<file path="config.mk">
export PLATFORM = sky130hd
export DESIGN_NAME = center_aligned_pwm_timer
export DESIGN_NICKNAME = d
export VERILOG_FILES = /design/src/core/center_aligned_pwm_timer.v /design/src/core/center_aligned_pwm_flag.v /design/src/core/center_aligned_pwm_chan.v
export VERILOG_INCLUDE_DIRS = /design/src /design/src/core
export SDC_FILE = /design/constraint.sdc
export NUM_CORES = 1
export LEC_CHECK = 0
export ABC_CLOCK_PERIOD_IN_PS = 9700
export BUFFER_PORTS_ARGS = -buffer_cell sky130_fd_sc_hd__clkbuf_2
export CAP_MARGIN = 20
export CORE_ASPECT_RATIO = 1.5
export CORE_MARGIN = 10
export CORE_UTILIZATION = 60
export DETAILED_ROUTE_END_ITERATION = 8
export PLACE_DENSITY = 0.85
export SETUP_SLACK_MARGIN = 0.05
export SYNTH_ARGS = -nofsm -noshare
export SYNTH_HDL_FRONTEND = slang
export SYNTH_SLANG_ARGS = --single-unit
</file>
<file path="constraint.sdc">
create_clock -name pclk -period 9.7 [get_ports pclk]
set_clock_uncertainty 0.15 [all_clocks]
set_input_delay 0.485 -clock pclk [delete_from_list [all_inputs] [get_ports pclk]]
set_output_delay 0.485 -clock pclk [all_outputs]
set_load 0.005 [all_outputs]
</file>
<file path="src/core/center_aligned_pwm_map.vh">
// Constants for the center-aligned PWM timer: offsets, bit fields, resets.
// Assumes an APB slave with byte-wide registers in the low 8 bits of each word.
`ifndef CENTER_ALIGNED_PWM_MAP_VH
`define CENTER_ALIGNED_PWM_MAP_VH

// Channel count
`define CENTER_ALIGNED_PWM_NCH        2

// Main register byte addresses
`define CENTER_ALIGNED_PWM_SC_ADDR    8'h00
`define CENTER_ALIGNED_PWM_CNTH_ADDR  8'h04
`define CENTER_ALIGNED_PWM_CNTL_ADDR  8'h08
`define CENTER_ALIGNED_PWM_MODH_ADDR  8'h0C
`define CENTER_ALIGNED_PWM_MODL_ADDR  8'h10

// Channel n occupies addr[7:4] = base + n, register chosen by addr[3:2]
`define CENTER_ALIGNED_PWM_CH_BASE    4'h2
`define CENTER_ALIGNED_PWM_CH_SC      2'h0
`define CENTER_ALIGNED_PWM_CH_VH      2'h1
`define CENTER_ALIGNED_PWM_CH_VL      2'h2

// Shared status/control bit positions
`define CENTER_ALIGNED_PWM_FLAG_BIT   7
`define CENTER_ALIGNED_PWM_IE_BIT     6
// Main status/control fields
`define CENTER_ALIGNED_PWM_CAS_BIT    5
`define CENTER_ALIGNED_PWM_CLKS_MSB   4
`define CENTER_ALIGNED_PWM_CLKS_LSB   3
`define CENTER_ALIGNED_PWM_PS_MSB     2
`define CENTER_ALIGNED_PWM_PS_LSB     0
// Channel status/control fields
`define CENTER_ALIGNED_PWM_MS_MSB     5
`define CENTER_ALIGNED_PWM_MS_LSB     4
`define CENTER_ALIGNED_PWM_ELS_MSB    3
`define CENTER_ALIGNED_PWM_ELS_LSB    2
`define CENTER_ALIGNED_PWM_ELSA_BIT   2

// Reset values
`define CENTER_ALIGNED_PWM_SC_RST     7'h00
`define CENTER_ALIGNED_PWM_CTL_RST    5'h00
`define CENTER_ALIGNED_PWM_MOD_RST    16'h0000
`define CENTER_ALIGNED_PWM_CV_RST     16'h0000

// Encodings
`define CENTER_ALIGNED_PWM_FREE_TOP   16'hFFFF
`define CENTER_ALIGNED_PWM_CLKS_OFF   2'h0
`define CENTER_ALIGNED_PWM_MS_CAP     2'h0
`define CENTER_ALIGNED_PWM_MS_CMP     2'h1
`define CENTER_ALIGNED_PWM_ELS_OFF    2'h0
`define CENTER_ALIGNED_PWM_ELS_RISE   2'h1
`define CENTER_ALIGNED_PWM_ELS_FALL   2'h2
`define CENTER_ALIGNED_PWM_ELS_BOTH   2'h3
`define CENTER_ALIGNED_PWM_OC_TOGGLE  2'h1
`define CENTER_ALIGNED_PWM_OC_CLEAR   2'h2
`define CENTER_ALIGNED_PWM_OC_SET     2'h3

`endif

</file>
<file path="src/core/center_aligned_pwm_timer.v">
// Center-aligned PWM timer: APB register slave, main counter, channel array.
// Assumes synchronous pin inputs, a single clock, and ce freezing all state.
`timescale 1ns/100ps
`include "center_aligned_pwm_map.vh"
module center_aligned_pwm_timer (
  // Clock, reset, freeze
  input  wire                  pclk,
  input  wire                  presetn,
  input  wire                  ce,
  // APB slave
  input  wire                  psel,
  input  wire                  penable,
  input  wire                  pwrite,
  input  wire [7:0]            paddr,
  input  wire [31:0]           pwdata,
  output reg  [31:0]           prdata,
  output reg                   pready,
  output reg                   pslverr,
  // Channel pins
  input  wire [`CENTER_ALIGNED_PWM_NCH-1:0]  cap_in,
  output wire [`CENTER_ALIGNED_PWM_NCH-1:0]  ch_out,
  output wire [`CENTER_ALIGNED_PWM_NCH-1:0]  ch_oe,
  // Interrupt requests
  output reg                   ovf_irq,
  output wire [`CENTER_ALIGNED_PWM_NCH-1:0]  ch_irq
);

  // Channel n register group hit, used by the write and read paths
  function chan_hit;
    input [7:0] a;
    input integer n;
    begin
      chan_hit = (a[7:4] == `CENTER_ALIGNED_PWM_CH_BASE + n[3:0]) && (a[1:0] == 2'h0) && (a[3:2] != 2'h3);
    end
  endfunction

  // Main control and counter state
  reg  [6:0]  sc;
  reg  [15:0] cnt;
  reg         up;
  reg  [6:0]  presc;
  reg  [15:0] mod;
  reg  [15:0] mod_buf;
  reg         mod_hw;
  reg         mod_lw;
  reg  [31:0] next_rdata;
  reg         next_err;
  integer     i;

  wire                     ovf_flag;
  wire [8*`CENTER_ALIGNED_PWM_NCH-1:0]   chsc_flat;
  wire [16*`CENTER_ALIGNED_PWM_NCH-1:0]  cv_flat;
  wire [`CENTER_ALIGNED_PWM_NCH-1:0]     hit_flat;

  // Completed transfers: taken at the edge where pready is seen high
  wire acc = ce & psel & penable & pready;
  wire wr  = acc & pwrite;
  wire rd  = acc & ~pwrite;

  wire       cas       = sc[`CENTER_ALIGNED_PWM_CAS_BIT];
  wire [1:0] clks      = sc[`CENTER_ALIGNED_PWM_CLKS_MSB:`CENTER_ALIGNED_PWM_CLKS_LSB];
  wire       clks_off  = (clks == `CENTER_ALIGNED_PWM_CLKS_OFF);
  wire [6:0] ps_mask   = (7'h01 << sc[`CENTER_ALIGNED_PWM_PS_MSB:`CENTER_ALIGNED_PWM_PS_LSB]) - 7'h01;
  wire       tick      = ce & ~clks_off & (presc == ps_mask);
  wire       free      = (mod == `CENTER_ALIGNED_PWM_MOD_RST);
  wire [15:0] top      = free ? `CENTER_ALIGNED_PWM_FREE_TOP : mod;

  wire sc_wr   = wr & (paddr == `CENTER_ALIGNED_PWM_SC_ADDR);
  wire cnt_wr  = wr & ((paddr == `CENTER_ALIGNED_PWM_CNTH_ADDR) | (paddr == `CENTER_ALIGNED_PWM_CNTL_ADDR));
  wire modh_wr = wr & (paddr == `CENTER_ALIGNED_PWM_MODH_ADDR);
  wire modl_wr = wr & (paddr == `CENTER_ALIGNED_PWM_MODL_ADDR);

  // Overflow at the end of the terminal count; in up/down mode only on the way up
  wire ovf_evt = tick & (cnt == top) & (~cas | up);
  // Buffered loads happen on the step into the terminal count
  wire load_pt = tick & up & (cnt == top - 16'h0001);

  wire mod_both = (modh_wr & mod_lw) | (modl_wr & mod_hw);
  wire [15:0] mod_new = modh_wr ? {pwdata[7:0], mod_buf[7:0]} : {mod_buf[15:8], pwdata[7:0]};

  // Main control register; cleared by any reset so clocking stops
  always @(posedge pclk or negedge presetn) begin
    if (!presetn)
      sc <= `CENTER_ALIGNED_PWM_SC_RST;
    else if (ce && sc_wr)
      sc <= pwdata[6:0];
  end

  // Prescaler; a counter write restarts it together with the count
  always @(posedge pclk or negedge presetn) begin
    if (!presetn)
      presc <= 7'h00;
    else if (ce) begin
      if (cnt_wr || clks_off || tick)
        presc <= 7'h00;
      else
        presc <= presc + 7'h01;
    end
  end

  // Main counter: plain up count or up/down between zero and modulo
  always @(posedge pclk or negedge presetn) begin
    if (!presetn) begin
      cnt <= 16'h0000;
      up  <= 1'b1;
    end else if (ce) begin
      if (cnt_wr) begin
        cnt <= 16'h0000;
        up  <= 1'b1;
      end else if (tick) begin
        if (cas) begin
          // Modulo zero would run to 0xFFFF before turning; software avoids it
          if (up) begin
            if (cnt >= top) begin
              up  <= 1'b0;
              cnt <= cnt - 16'h0001;
            end else
              cnt <= cnt + 16'h0001;
          end else begin
            if (cnt == 16'h0000) begin
              up  <= 1'b1;
              cnt <= 16'h0001;
            end else
              cnt <= cnt - 16'h0001;
          end
        end else begin
          up  <= 1'b1;
          cnt <= (cnt == top) ? 16'h0000 : cnt + 16'h0001;
        end
      end
    end
  end

  // Modulo holding buffer; the active value only changes as a whole word
  always @(posedge pclk or negedge presetn) begin
    if (!presetn) begin
      mod     <= `CENTER_ALIGNED_PWM_MOD_RST;
      mod_buf <= `CENTER_ALIGNED_PWM_MOD_RST;
      mod_hw  <= 1'b0;
      mod_lw  <= 1'b0;
    end else if (ce) begin
      if (sc_wr) begin
        mod_hw <= 1'b0;
        mod_lw <= 1'b0;
      end else if (mod_both && clks_off) begin
        mod    <= mod_new;
        mod_hw <= 1'b0;
        mod_lw <= 1'b0;
      end else if (modh_wr) begin
        mod_buf[15:8] <= pwdata[7:0];
        mod_hw        <= 1'b1;
      end else if (modl_wr) begin
        mod_buf[7:0] <= pwdata[7:0];
        mod_lw       <= 1'b1;
      end else if (mod_hw && mod_lw && load_pt) begin
        mod    <= mod_buf;
        mod_hw <= 1'b0;
        mod_lw <= 1'b0;
      end
    end
  end

  // Overflow flag with its two-step clear
  center_aligned_pwm_flag u_ovf_flag (
    .pclk    (pclk),
    .presetn (presetn),
    .ce      (ce),
    .set     (ovf_evt),
    .rd      (rd & (paddr == `CENTER_ALIGNED_PWM_SC_ADDR)),
    .wr      (sc_wr),
    .wbit    (pwdata[`CENTER_ALIGNED_PWM_FLAG_BIT]),
    .flag    (ovf_flag)
  );

  // Registered request; lags the flag by one cycle to keep the output a flop
  always @(posedge pclk or negedge presetn) begin
    if (!presetn)
      ovf_irq <= 1'b0;
    else if (ce)
      ovf_irq <= ovf_flag & sc[`CENTER_ALIGNED_PWM_IE_BIT];
  end

  // Channel array
  genvar g;
  generate
    for (g = 0; g < `CENTER_ALIGNED_PWM_NCH; g = g + 1) begin : gch
      reg  [6:2]  ctl;
      reg  [15:0] cv;
      reg  [15:0] cv_buf;
      reg         hw;
      reg         lw;
      reg         irq;
      wire        flag;
      wire        cap_evt;
      wire        match_evt;
      wire        pin_out;
      wire        pin_oe;

      wire hit   = chan_hit(paddr, g);
      wire csc_w = wr & hit & (paddr[3:2] == `CENTER_ALIGNED_PWM_CH_SC);
      wire vh_w  = wr & hit & (paddr[3:2] == `CENTER_ALIGNED_PWM_CH_VH);
      wire vl_w  = wr & hit & (paddr[3:2] == `CENTER_ALIGNED_PWM_CH_VL);
      wire both  = (vh_w & lw) | (vl_w & hw);
      wire [15:0] cv_new = vh_w ? {pwdata[7:0], cv_buf[7:0]} : {cv_buf[15:8], pwdata[7:0]};

      // Control, value buffer and coherent load; a capture overrides the value
      always @(posedge pclk or negedge presetn) begin
        if (!presetn) begin
          ctl    <= `CENTER_ALIGNED_PWM_CTL_RST;
          cv     <= `CENTER_ALIGNED_PWM_CV_RST;
          cv_buf <= `CENTER_ALIGNED_PWM_CV_RST;
          hw     <= 1'b0;
          lw     <= 1'b0;
        end else if (ce) begin
          if (csc_w) begin
            ctl <= pwdata[6:2];
            hw  <= 1'b0;
            lw  <= 1'b0;
          end else if (both && clks_off) begin
            cv <= cv_new;
            hw <= 1'b0;
            lw <= 1'b0;
          end else if (vh_w) begin
            cv_buf[15:8] <= pwdata[7:0];
            hw           <= 1'b1;
          end else if (vl_w) begin
            cv_buf[7:0] <= pwdata[7:0];
            lw          <= 1'b1;
          end else if (hw && lw && load_pt) begin
            cv <= cv_buf;
            hw <= 1'b0;
            lw <= 1'b0;
          end
          if (cap_evt)
            cv <= cnt;
        end
      end

      center_aligned_pwm_chan u_chan (
        .pclk      (pclk),
        .presetn   (presetn),
        .ce        (ce),
        .tick      (tick),
        .cnt       (cnt),
        .up        (up),
        .cas       (cas),
        .ovf_evt   (ovf_evt),
        .ms        (ctl[`CENTER_ALIGNED_PWM_MS_MSB:`CENTER_ALIGNED_PWM_MS_LSB]),
        .els       (ctl[`CENTER_ALIGNED_PWM_ELS_MSB:`CENTER_ALIGNED_PWM_ELS_LSB]),
        .cv        (cv),
        .cap_in    (cap_in[g]),
        .pin_out   (pin_out),
        .pin_oe    (pin_oe),
        .cap_evt   (cap_evt),
        .match_evt (match_evt)
      );

      center_aligned_pwm_flag u_flag (
        .pclk    (pclk),
        .presetn (presetn),
        .ce      (ce),
        .set     (cap_evt | match_evt),
        .rd      (rd & hit & (paddr[3:2] == `CENTER_ALIGNED_PWM_CH_SC)),
        .wr      (csc_w),
        .wbit    (pwdata[`CENTER_ALIGNED_PWM_FLAG_BIT]),
        .flag    (flag)
      );

      // Level request while flag and enable both stand
      always @(posedge pclk or negedge presetn) begin
        if (!presetn)
          irq <= 1'b0;
        else if (ce)
          irq <= flag & ctl[`CENTER_ALIGNED_PWM_IE_BIT];
      end

      assign ch_irq[g]            = irq;
      assign ch_out[g]            = pin_out;
      assign ch_oe[g]             = pin_oe;
      assign chsc_flat[8*g +: 8]  = {flag, ctl, 2'b00};
      assign cv_flat[16*g +: 16]  = cv;
      assign hit_flat[g]          = hit;
    end
  endgenerate

  // Read data and error for the addressed register, looked up in the setup cycle
  always @* begin
    next_rdata = 32'h00000000;
    next_err   = 1'b0;
    case (paddr)
      `CENTER_ALIGNED_PWM_SC_ADDR:   next_rdata[7:0] = {ovf_flag, sc};
      `CENTER_ALIGNED_PWM_CNTH_ADDR: next_rdata[7:0] = cnt[15:8];
      `CENTER_ALIGNED_PWM_CNTL_ADDR: next_rdata[7:0] = cnt[7:0];
      `CENTER_ALIGNED_PWM_MODH_ADDR: next_rdata[7:0] = mod[15:8];
      `CENTER_ALIGNED_PWM_MODL_ADDR: next_rdata[7:0] = mod[7:0];
      default: begin
        next_err = ~|hit_flat;
        for (i = 0; i < `CENTER_ALIGNED_PWM_NCH; i = i + 1) begin
          if (hit_flat[i]) begin
            case (paddr[3:2])
              `CENTER_ALIGNED_PWM_CH_SC: next_rdata[7:0] = chsc_flat[8*i +: 8];
              `CENTER_ALIGNED_PWM_CH_VH: next_rdata[7:0] = cv_flat[16*i+8 +: 8];
              default:     next_rdata[7:0] = cv_flat[16*i +: 8];
            endcase
          end
        end
      end
    endcase
  end

  // APB answer: one wait-free access cycle after every setup cycle
  always @(posedge pclk or negedge presetn) begin
    if (!presetn) begin
      pready  <= 1'b0;
      prdata  <= 32'h00000000;
      pslverr <= 1'b0;
    end else if (ce) begin
      pready <= psel & ~penable & ~pready;
      if (psel && !penable) begin
        prdata  <= pwrite ? 32'h00000000 : next_rdata;
        pslverr <= next_err;
      end
    end
  end

endmodule

</file>
<file path="src/core/center_aligned_pwm_flag.v">
// Event flag with read-then-write-zero clearing.
// Assumes rd and wr are single-cycle pulses on completed bus transfers.
`timescale 1ns/100ps
module center_aligned_pwm_flag (
  // Clock and reset
  input  wire pclk,
  input  wire presetn,
  input  wire ce,
  // Event and bus strobes
  input  wire set,
  input  wire rd,
  input  wire wr,
  input  wire wbit,
  // State
  output reg  flag
);

  reg armed;

  // New event re-arms nothing and wins over a clear in the same cycle
  always @(posedge pclk or negedge presetn) begin
    if (!presetn) begin
      flag  <= 1'b0;
      armed <= 1'b0;
    end else if (ce) begin
      if (set) begin
        flag  <= 1'b1;
        armed <= 1'b0;
      end else begin
        if (rd && flag)
          armed <= 1'b1;
        if (wr) begin
          armed <= 1'b0;
          if (!wbit && armed)
            flag <= 1'b0;
        end
      end
    end
  end

endmodule

</file>
<file path="src/core/center_aligned_pwm_chan.v">
// One timer channel: capture edge detect, compare match and pin shaping.
// Assumes cnt, up and tick come from the shared main counter.
`timescale 1ns/100ps
`include "center_aligned_pwm_map.vh"
module center_aligned_pwm_chan (
  // Clock and reset
  input  wire        pclk,
  input  wire        presetn,
  input  wire        ce,
  // Counter state
  input  wire        tick,
  input  wire [15:0] cnt,
  input  wire        up,
  input  wire        cas,
  input  wire        ovf_evt,
  // Channel setup
  input  wire [1:0]  ms,
  input  wire [1:0]  els,
  input  wire [15:0] cv,
  // Pin side
  input  wire        cap_in,
  output reg         pin_out,
  output reg         pin_oe,
  // Events
  output wire        cap_evt,
  output wire        match_evt
);

  reg cap_prev;

  wire capmode = ~cas & (ms == `CENTER_ALIGNED_PWM_MS_CAP);
  wire rise    = cap_in & ~cap_prev;
  wire fall    = ~cap_in & cap_prev;
  wire els_a   = els[0];
  // In center-aligned mode a zero or negative value never yields a pulse
  wire cv_dead = (cv == `CENTER_ALIGNED_PWM_CV_RST) | cv[15];

  // Selected edge in capture mode
  assign cap_evt = ce & capmode &
                   (((els == `CENTER_ALIGNED_PWM_ELS_RISE) & rise) |
                    ((els == `CENTER_ALIGNED_PWM_ELS_FALL) & fall) |
                    ((els == `CENTER_ALIGNED_PWM_ELS_BOTH) & (rise | fall)));
  // Any counter match outside capture mode
  assign match_evt = tick & ~capmode & (cnt == cv);

  // Pin shaping per mode; pin released in capture mode or with both select bits clear
  always @(posedge pclk or negedge presetn) begin
    if (!presetn) begin
      cap_prev <= 1'b0;
      pin_out  <= 1'b0;
      pin_oe   <= 1'b0;
    end else if (ce) begin
      cap_prev <= cap_in;
      pin_oe   <= ~capmode & (els != `CENTER_ALIGNED_PWM_ELS_OFF);
      if (cas) begin
        if (cv_dead)
          pin_out <= els_a;
        else if (match_evt)
          pin_out <= up ? els_a : ~els_a;
        else if (tick && cnt == 16'h0000)
          pin_out <= ~els_a;
      end else if (ms[1]) begin
        if (match_evt)
          pin_out <= els_a;
        else if (ovf_evt)
          pin_out <= ~els_a;
      end else if (ms == `CENTER_ALIGNED_PWM_MS_CMP && match_evt) begin
        case (els)
          `CENTER_ALIGNED_PWM_OC_TOGGLE: pin_out <= ~pin_out;
          `CENTER_ALIGNED_PWM_OC_CLEAR:  pin_out <= 1'b0;
          `CENTER_ALIGNED_PWM_OC_SET:    pin_out <= 1'b1;
          default:         pin_out <= pin_out;
        endcase
      end
    end
  end

endmodule

</file>
Word level (Yosys, flattened, before mapping) --
Index checks and enable logic that the tools add are counted.
Word-level totals: bits of input ports 48, logic and storage cells 385, register bits after elaboration 192, ROM bits 0, latch bits 0, output and inout bits 41, RAM bits 0, memories 0
Operators by class: div/mod/pow operators 0, bitwise gates (word level) 100, $add $sub $neg 5, reductions and logical operators 93, mux-type cells 106, order comparisons 1, multipliers 0, equality and inequality tests 40, shift operators 1
Operators with widths (count):
- 16-bit two-way mux | 27
- 1-bit two-way mux | 70
- 16-bit == test | 4
- 16-bit logical NOT | 4
- 1-bit bitwise AND | 61
- 8-bit case mux with 5 select lines | 1
- 5-bit AND reduction | 8
- 8-bit case mux with 2 select lines | 2
- 16-bit by 1-bit subtractor with 16-bit output, second input constant | 2
- 3-bit AND reduction | 9
- 1-bit logical AND | 24
- 8-bit two-way mux | 3
- 1-bit inverter | 24
- 4-bit nonzero test | 6
- 3-bit by 2-bit inequality test with 1-bit output, second input constant | 7
- 3-bit nonzero test | 7
- 2-bit nonzero test | 10
- 16-bit by 1-bit adder with 16-bit output, second input constant | 1
- 8-bit by 4-bit == test with 1-bit output, second input constant | 2
- 16-bit >= comparator | 1
- 1-bit bitwise OR | 15
- 2-bit AND reduction | 7
- 4-bit by 3-bit inequality test with 1-bit output, second input constant | 3
- 4-bit AND reduction | 3
- 22 further kinds | 45

Longest topological paths before layout --
depth in word-level cells 13, mapped depth 18, mapped depth without buffers 15

Modules after synthesis --
From an unflattened synthesis, not the netlist that was laid out.
Second synthesis, totals: cell total of the unflattened synthesis 1392, area total of the unflattened synthesis 12635.9 µm²
Modules (own cells, without submodules):
- center_aligned_pwm_timer | area an instance 11272.1 µm², cells each 1223, instances 1, seq. area each 3905.0 µm²
- center_aligned_pwm_chan | area an instance 554.3 µm², cells each 74, instances 2, seq. area each 75.1 µm²
- center_aligned_pwm_flag | area an instance 85.1 µm², cells each 7, instances 3, seq. area each 50.0 µm²

Worst setup path after synthesis --
No wires, ideal clock.
path kind register to register, start point register mod[13], end point register mod[10], arrival 4.566 ns, library setup time 0.125 ns, period minus slack after synthesis 4.841 ns, path buffers 4, cell stages (with the launch flop) 19, data required time 9.425 ns, path slack 4.859 ns, cells stage by stage dfrtp_1 -> clkbuf_1 -> or3_1 -> or4_1 -> nor3_4 -> clkbuf_1 -> nor2_1 -> ha_1 -> or4b_1 -> nor4_1 -> xnor2_1 -> and4b_1 -> a311oi_1 -> or3_1 -> clkbuf_1 -> nor2_2 -> a31oi_4 -> buf_6 -> mux2_4
Between the ends: longest elaborated chain between the ends 8
RTL lines:
- start: declaration | RTL line center_aligned_pwm_timer.v:42 | reg [15:0] mod;
- start signal: assignment | RTL line center_aligned_pwm_timer.v:137 | mod <= `CENTER_ALIGNED_PWM_MOD_RST;
- start signal: assignment | RTL line center_aligned_pwm_timer.v:146 | mod <= mod_new;
- start signal: assignment | RTL line center_aligned_pwm_timer.v:156 | mod <= mod_buf;
- 16-bit logical NOT (no source line)
- 16-bit two-way mux (*) | RTL line center_aligned_pwm_timer.v:66 | wire [15:0] top = free ? `CENTER_ALIGNED_PWM_FREE_TOP : mod;
- 16-bit by 1-bit subtractor with 16-bit output (*) | RTL line center_aligned_pwm_timer.v:76 | wire load_pt = tick & up & (cnt == top - 16'h0001);
- 16-bit == test (*) | RTL line center_aligned_pwm_timer.v:76
- 1-bit bitwise AND (*) | RTL line center_aligned_pwm_timer.v:76
- 1-bit logical AND (*) | RTL line center_aligned_pwm_timer.v:155 | end else if (mod_hw && mod_lw && load_pt) begin
- 2-bit nonzero test (no source line) (*)
- 5-bit AND reduction (no source line) (*)
Mark *: on every way between the ends. The rest lies on a longest branch, timed or not. A chain may end at the register's enable or synchronous reset.

Worst setup path after layout --
start point register mod[13], end point register gch[0].cv[1]
Between the ends: longest elaborated chain between the ends 8
RTL lines:
- 16-bit logical NOT (no source line)
- 16-bit two-way mux (*) | RTL line center_aligned_pwm_timer.v:66
- 16-bit by 1-bit subtractor with 16-bit output (*) | RTL line center_aligned_pwm_timer.v:76
- 16-bit == test (*) | RTL line center_aligned_pwm_timer.v:76
- 1-bit bitwise AND (*) | RTL line center_aligned_pwm_timer.v:76
- 1-bit logical AND (*) | RTL line center_aligned_pwm_timer.v:229 | end else if (hw && lw && load_pt) begin
- 3-bit nonzero test (no source line) (*)
- 5-bit AND reduction (no source line) (*)
- end signal: assignment | RTL line center_aligned_pwm_timer.v:220 | cv <= cv_new;
- end signal: assignment | RTL line center_aligned_pwm_timer.v:230 | cv <= cv_buf;
- end signal: assignment | RTL line center_aligned_pwm_timer.v:235 | cv <= cnt;
- end: declaration | RTL line center_aligned_pwm_timer.v:188 | reg [15:0] cv;
Marked as above.

==> metrics.yaml <==
run:
  cap_violations: 0
placement:
  place_ws_ns: 3.81
  place_congestion: 0.992
  hpwl_mm: 24.9
  place.port_buffers: 40
synthesis:
  synth_edf_count: 0
  syn_area_per_cell_sq_um: 9.19
  ys_warn_count: 0
  syn_inst: 1286
  async_flop_share_pct: 100
  synth.distinct_cells: 87
  ys_ff_latch: 168
  synth_area_sq_mm: 0.0118
  synth_ff_type: "dfrtp_1"
  synth-seq-area-share_pct: 35.6
outcome:
  violations: "negative hold slack"
  status: "finished, violations left"
sta:
  finalHoldViolations: 1
  slew-limit-headroom_pct: 30.7
  rsz0062_at_grt: "no"
  finalSetupViolations: 0
  fin_ws_ns: 3.54
  slew_viol_final: 0
  fin_crit_sh_pct: 63.5
  worst_pin_slew_ns: 1.03
  fin_crit_ns: 6.16
  holdWs_ns: -0.00244
  finalSetupTns_ns: 0
  fmax_mhz: 162
worst_hold_path:
  hp-class: "in2async"
worst_setup_path:
  crit_slowest_cell: "nand4_1"
  worst_setup_path_start_kind: "register"
  crit_arrival_ns: 6.34
  worst-setup-path-type: "reg2reg"
  path_max_fanout: 19
  slowest_delay_ns: 0.67
  worstPathCellList: "or3_1 > or4_1 > nor3_4 > nor2_1 > ha_1 > or4b_1 > nand2b_1 > a211oi_1 > xnor2_1 > nor4_1 > a221o_1 > nand4_1 > a31o_2 > a221oi_1"
  cp-end-kind: "register"
  cp.required_ns: 9.88
  crit-reg2reg-launch: "mod[13]$_DFFE_PN0P_"
  cp-startpoint: "mod[13]$_DFFE_PN0P_"
  cp_top_family: "simple AND/OR/NAND/NOR gates"
  critPathBufInv: 0
clocking:
  ctsResizeCount: 0
  clk_latency_ns: 0.46
  cts-root-buf: "clkbuf_16"
  cts_max_path_buffers: 2
  htreeDepth: 4
  postCtsHoldBufs: 0
  path_clk_slew_ns: 0.06
  postCtsSetupBuffers: 0
  cts_tree: "built"
  cts_inserted_buffers: 17
  clkSinkCount: 168
route:
  drc: 0
  wirelength_mm: 35.8
  wire_per_inst_um: 23.4
  via_count: 10500
  wl_met2_mm: 17.1
  wl_met1_mm: 12.3
  ant_nets: 0
  dr_wl_met3_mm: 3.44
  dr.pass1.iters: 6
  routed.top_layer: "met5"
  first_iter_violations: 1446
  vias_per_cell: 6.85
floorplan:
  die_y_um: 192
  die_w_um: 135
  ios: 89
  core_area_sq_mm: 0.0192
  die_area_sq_mm: 0.0258
  initial_utilization_pct: 61.4
  rows: 62
pwr:
  vdd_drop_max_mv: 0.121
  design_power_total_uw: 1560
  p_leak_uw: 0.00607
  p_per_area_mw_per_mm2: 124
grt:
  grt.overflow.total: 0
  grt_max_degree: 108
  track_usage_pct: 27.5
  antenna_found_initial: 1
  grt_pass1_vias: 10000
  grt_pass1_wl_mm: 55.4
final_layout:
  antenna_cells: 0
  final_cell_mix: "dfrtp_1, nor2_1, a21oi_1, mux2_2, mux2i_1"
  nets: 1331
  synthToLayoutAreaGrowth_pct: 6.78
  final_layout_size_suffix_gt1_share_pct: 18.1
  layout_commonest_cell: "dfrtp_1"
## synthesized netlist by cell type, types with 6 or more instances
cell,count,area (sq um)
a21o_1,11,82.6
mux2_2,89,1000
buf_1,8,30.0
and2_1,6,37.5
nor4_1,25,156
and3_1,13,81.3
nand3b_1,6,45.0
a22oi_1,12,90.1
or4_1,6,45.0
nand2_1,55,206
nand3_1,48,240
or3_1,15,93.8
a21oi_1,92,460
nand4_1,10,62.6
nand2b_1,10,62.6
mux2_4,8,120
o41ai_1,16,140
nor2_1,117,439
a31oi_1,13,81.3
buf_4,31,233
xor2_1,39,342
xnor2_1,23,201
a221oi_1,11,96.3
ha_1,25,313
inv_1,54,203
or2_2,9,56.3
dfrtp_1,167,4180
o2111ai_1,6,52.6
nor3_1,36,180
clkbuf_1,85,319
a211oi_1,18,135
o21ai_0,48,240
mux2i_1,56,561
o22ai_1,11,68.8
mux4_2,8,180
## through the flow
stage / util [%] / cell area [sq um] / instances
finish: 65.6 / 12600 / 1527
floorplan: - / 11900 / 1309
global route: 65.6 / 12600 / 1527
global placement: 62.1 / 11900 / 1492
detailed placement: 62.1 / 12000 / 1494
CTS: 65.6 / 12600 / 1526
## logic make-up (layout without fill, tap and decap cells)
logic type	Yosys count	after routing	share of synthesized area [%]
XOR/XNOR	63	63	4.79
AND/OR/NAND/NOR	386	386	16.9
buffers and inverters	183	145	7.01
flip-flops	168	168	35.6
adder cells (fa/ha/maj)	25	25	2.65
multiplexers	161	161	15.8
other	1	24	0.0317
AO/OA/AOI/OAI	299	299	17.3
## state kept, by name, indices dropped and copies added (netlist names), 7 cells and up
| register | cells |
|---|---|
| gch.ctl | 10 |
| gch.cv | 32 |
| mod | 16 |
| gch.cv_buf | 32 |
| sc | 7 |
| mod_buf | 16 |
| presc | 7 |
| prdata | 8 |
| cnt | 16 |
## worst reg2reg max path: cells and delay by family, from the launching register on
kind | cells | cell delay [ns]
AO/OA/AOI/OAI | 4 | 1.39
XOR/XNOR | 1 | 0.22
adder cells (fa/ha/maj) | 1 | 0.28
AND/OR/NAND/NOR | 8 | 3.47
flip-flops | 1 | 0.55
## area by class of cell
type                       count  area (sq um)
multi-input combinational    958          6890
clock inverter                11           193
sequential                   168          4210
inverter                      54           203
clock buffer                  21           470
fill                        1521          6620
timing repair buffer          59           347
tap                          256           320
## power breakdown
| group | switching [uW] | total (uW) | internal, uW |
|---|---|---|---|
| Sequential | 5.79 | 710 | 704 |
| Combinational | 61.6 | 85.7 | 24.2 |
| Clock | 291 | 768 | 477 |
| Total | 359 | 1560 | 1210 |
## final timing paths
path                                                           end  slack, ns  cells after the start
min in group pclk               gch[0].u_chan.cap_prev$_DFFE_PN0P_       0.12                      3
worst min register to register               prdata[4]$_DFFE_PN0P_       0.33                      2
worst max register to register            gch[0].cv[1]$_DFFE_PN0P_       3.54                     14
max in group asynchronous                       cnt[6]$_DFFE_PN0P_       8.01                      2
worst min-delay path                  gch[0].cv_buf[0]$_DFFE_PN0P_     -0.002                      1
worst max-delay path                      gch[0].cv[1]$_DFFE_PN0P_       3.54                     14
## metal layers
metal  track usage (%)  up-vias
met3              6.96      224
met5                 0        -
met2              44.6      675
li1                  -     4586
met4              22.6        2
met1              29.9     4980
Note: power is estimated with default switching activity, not from simulation.
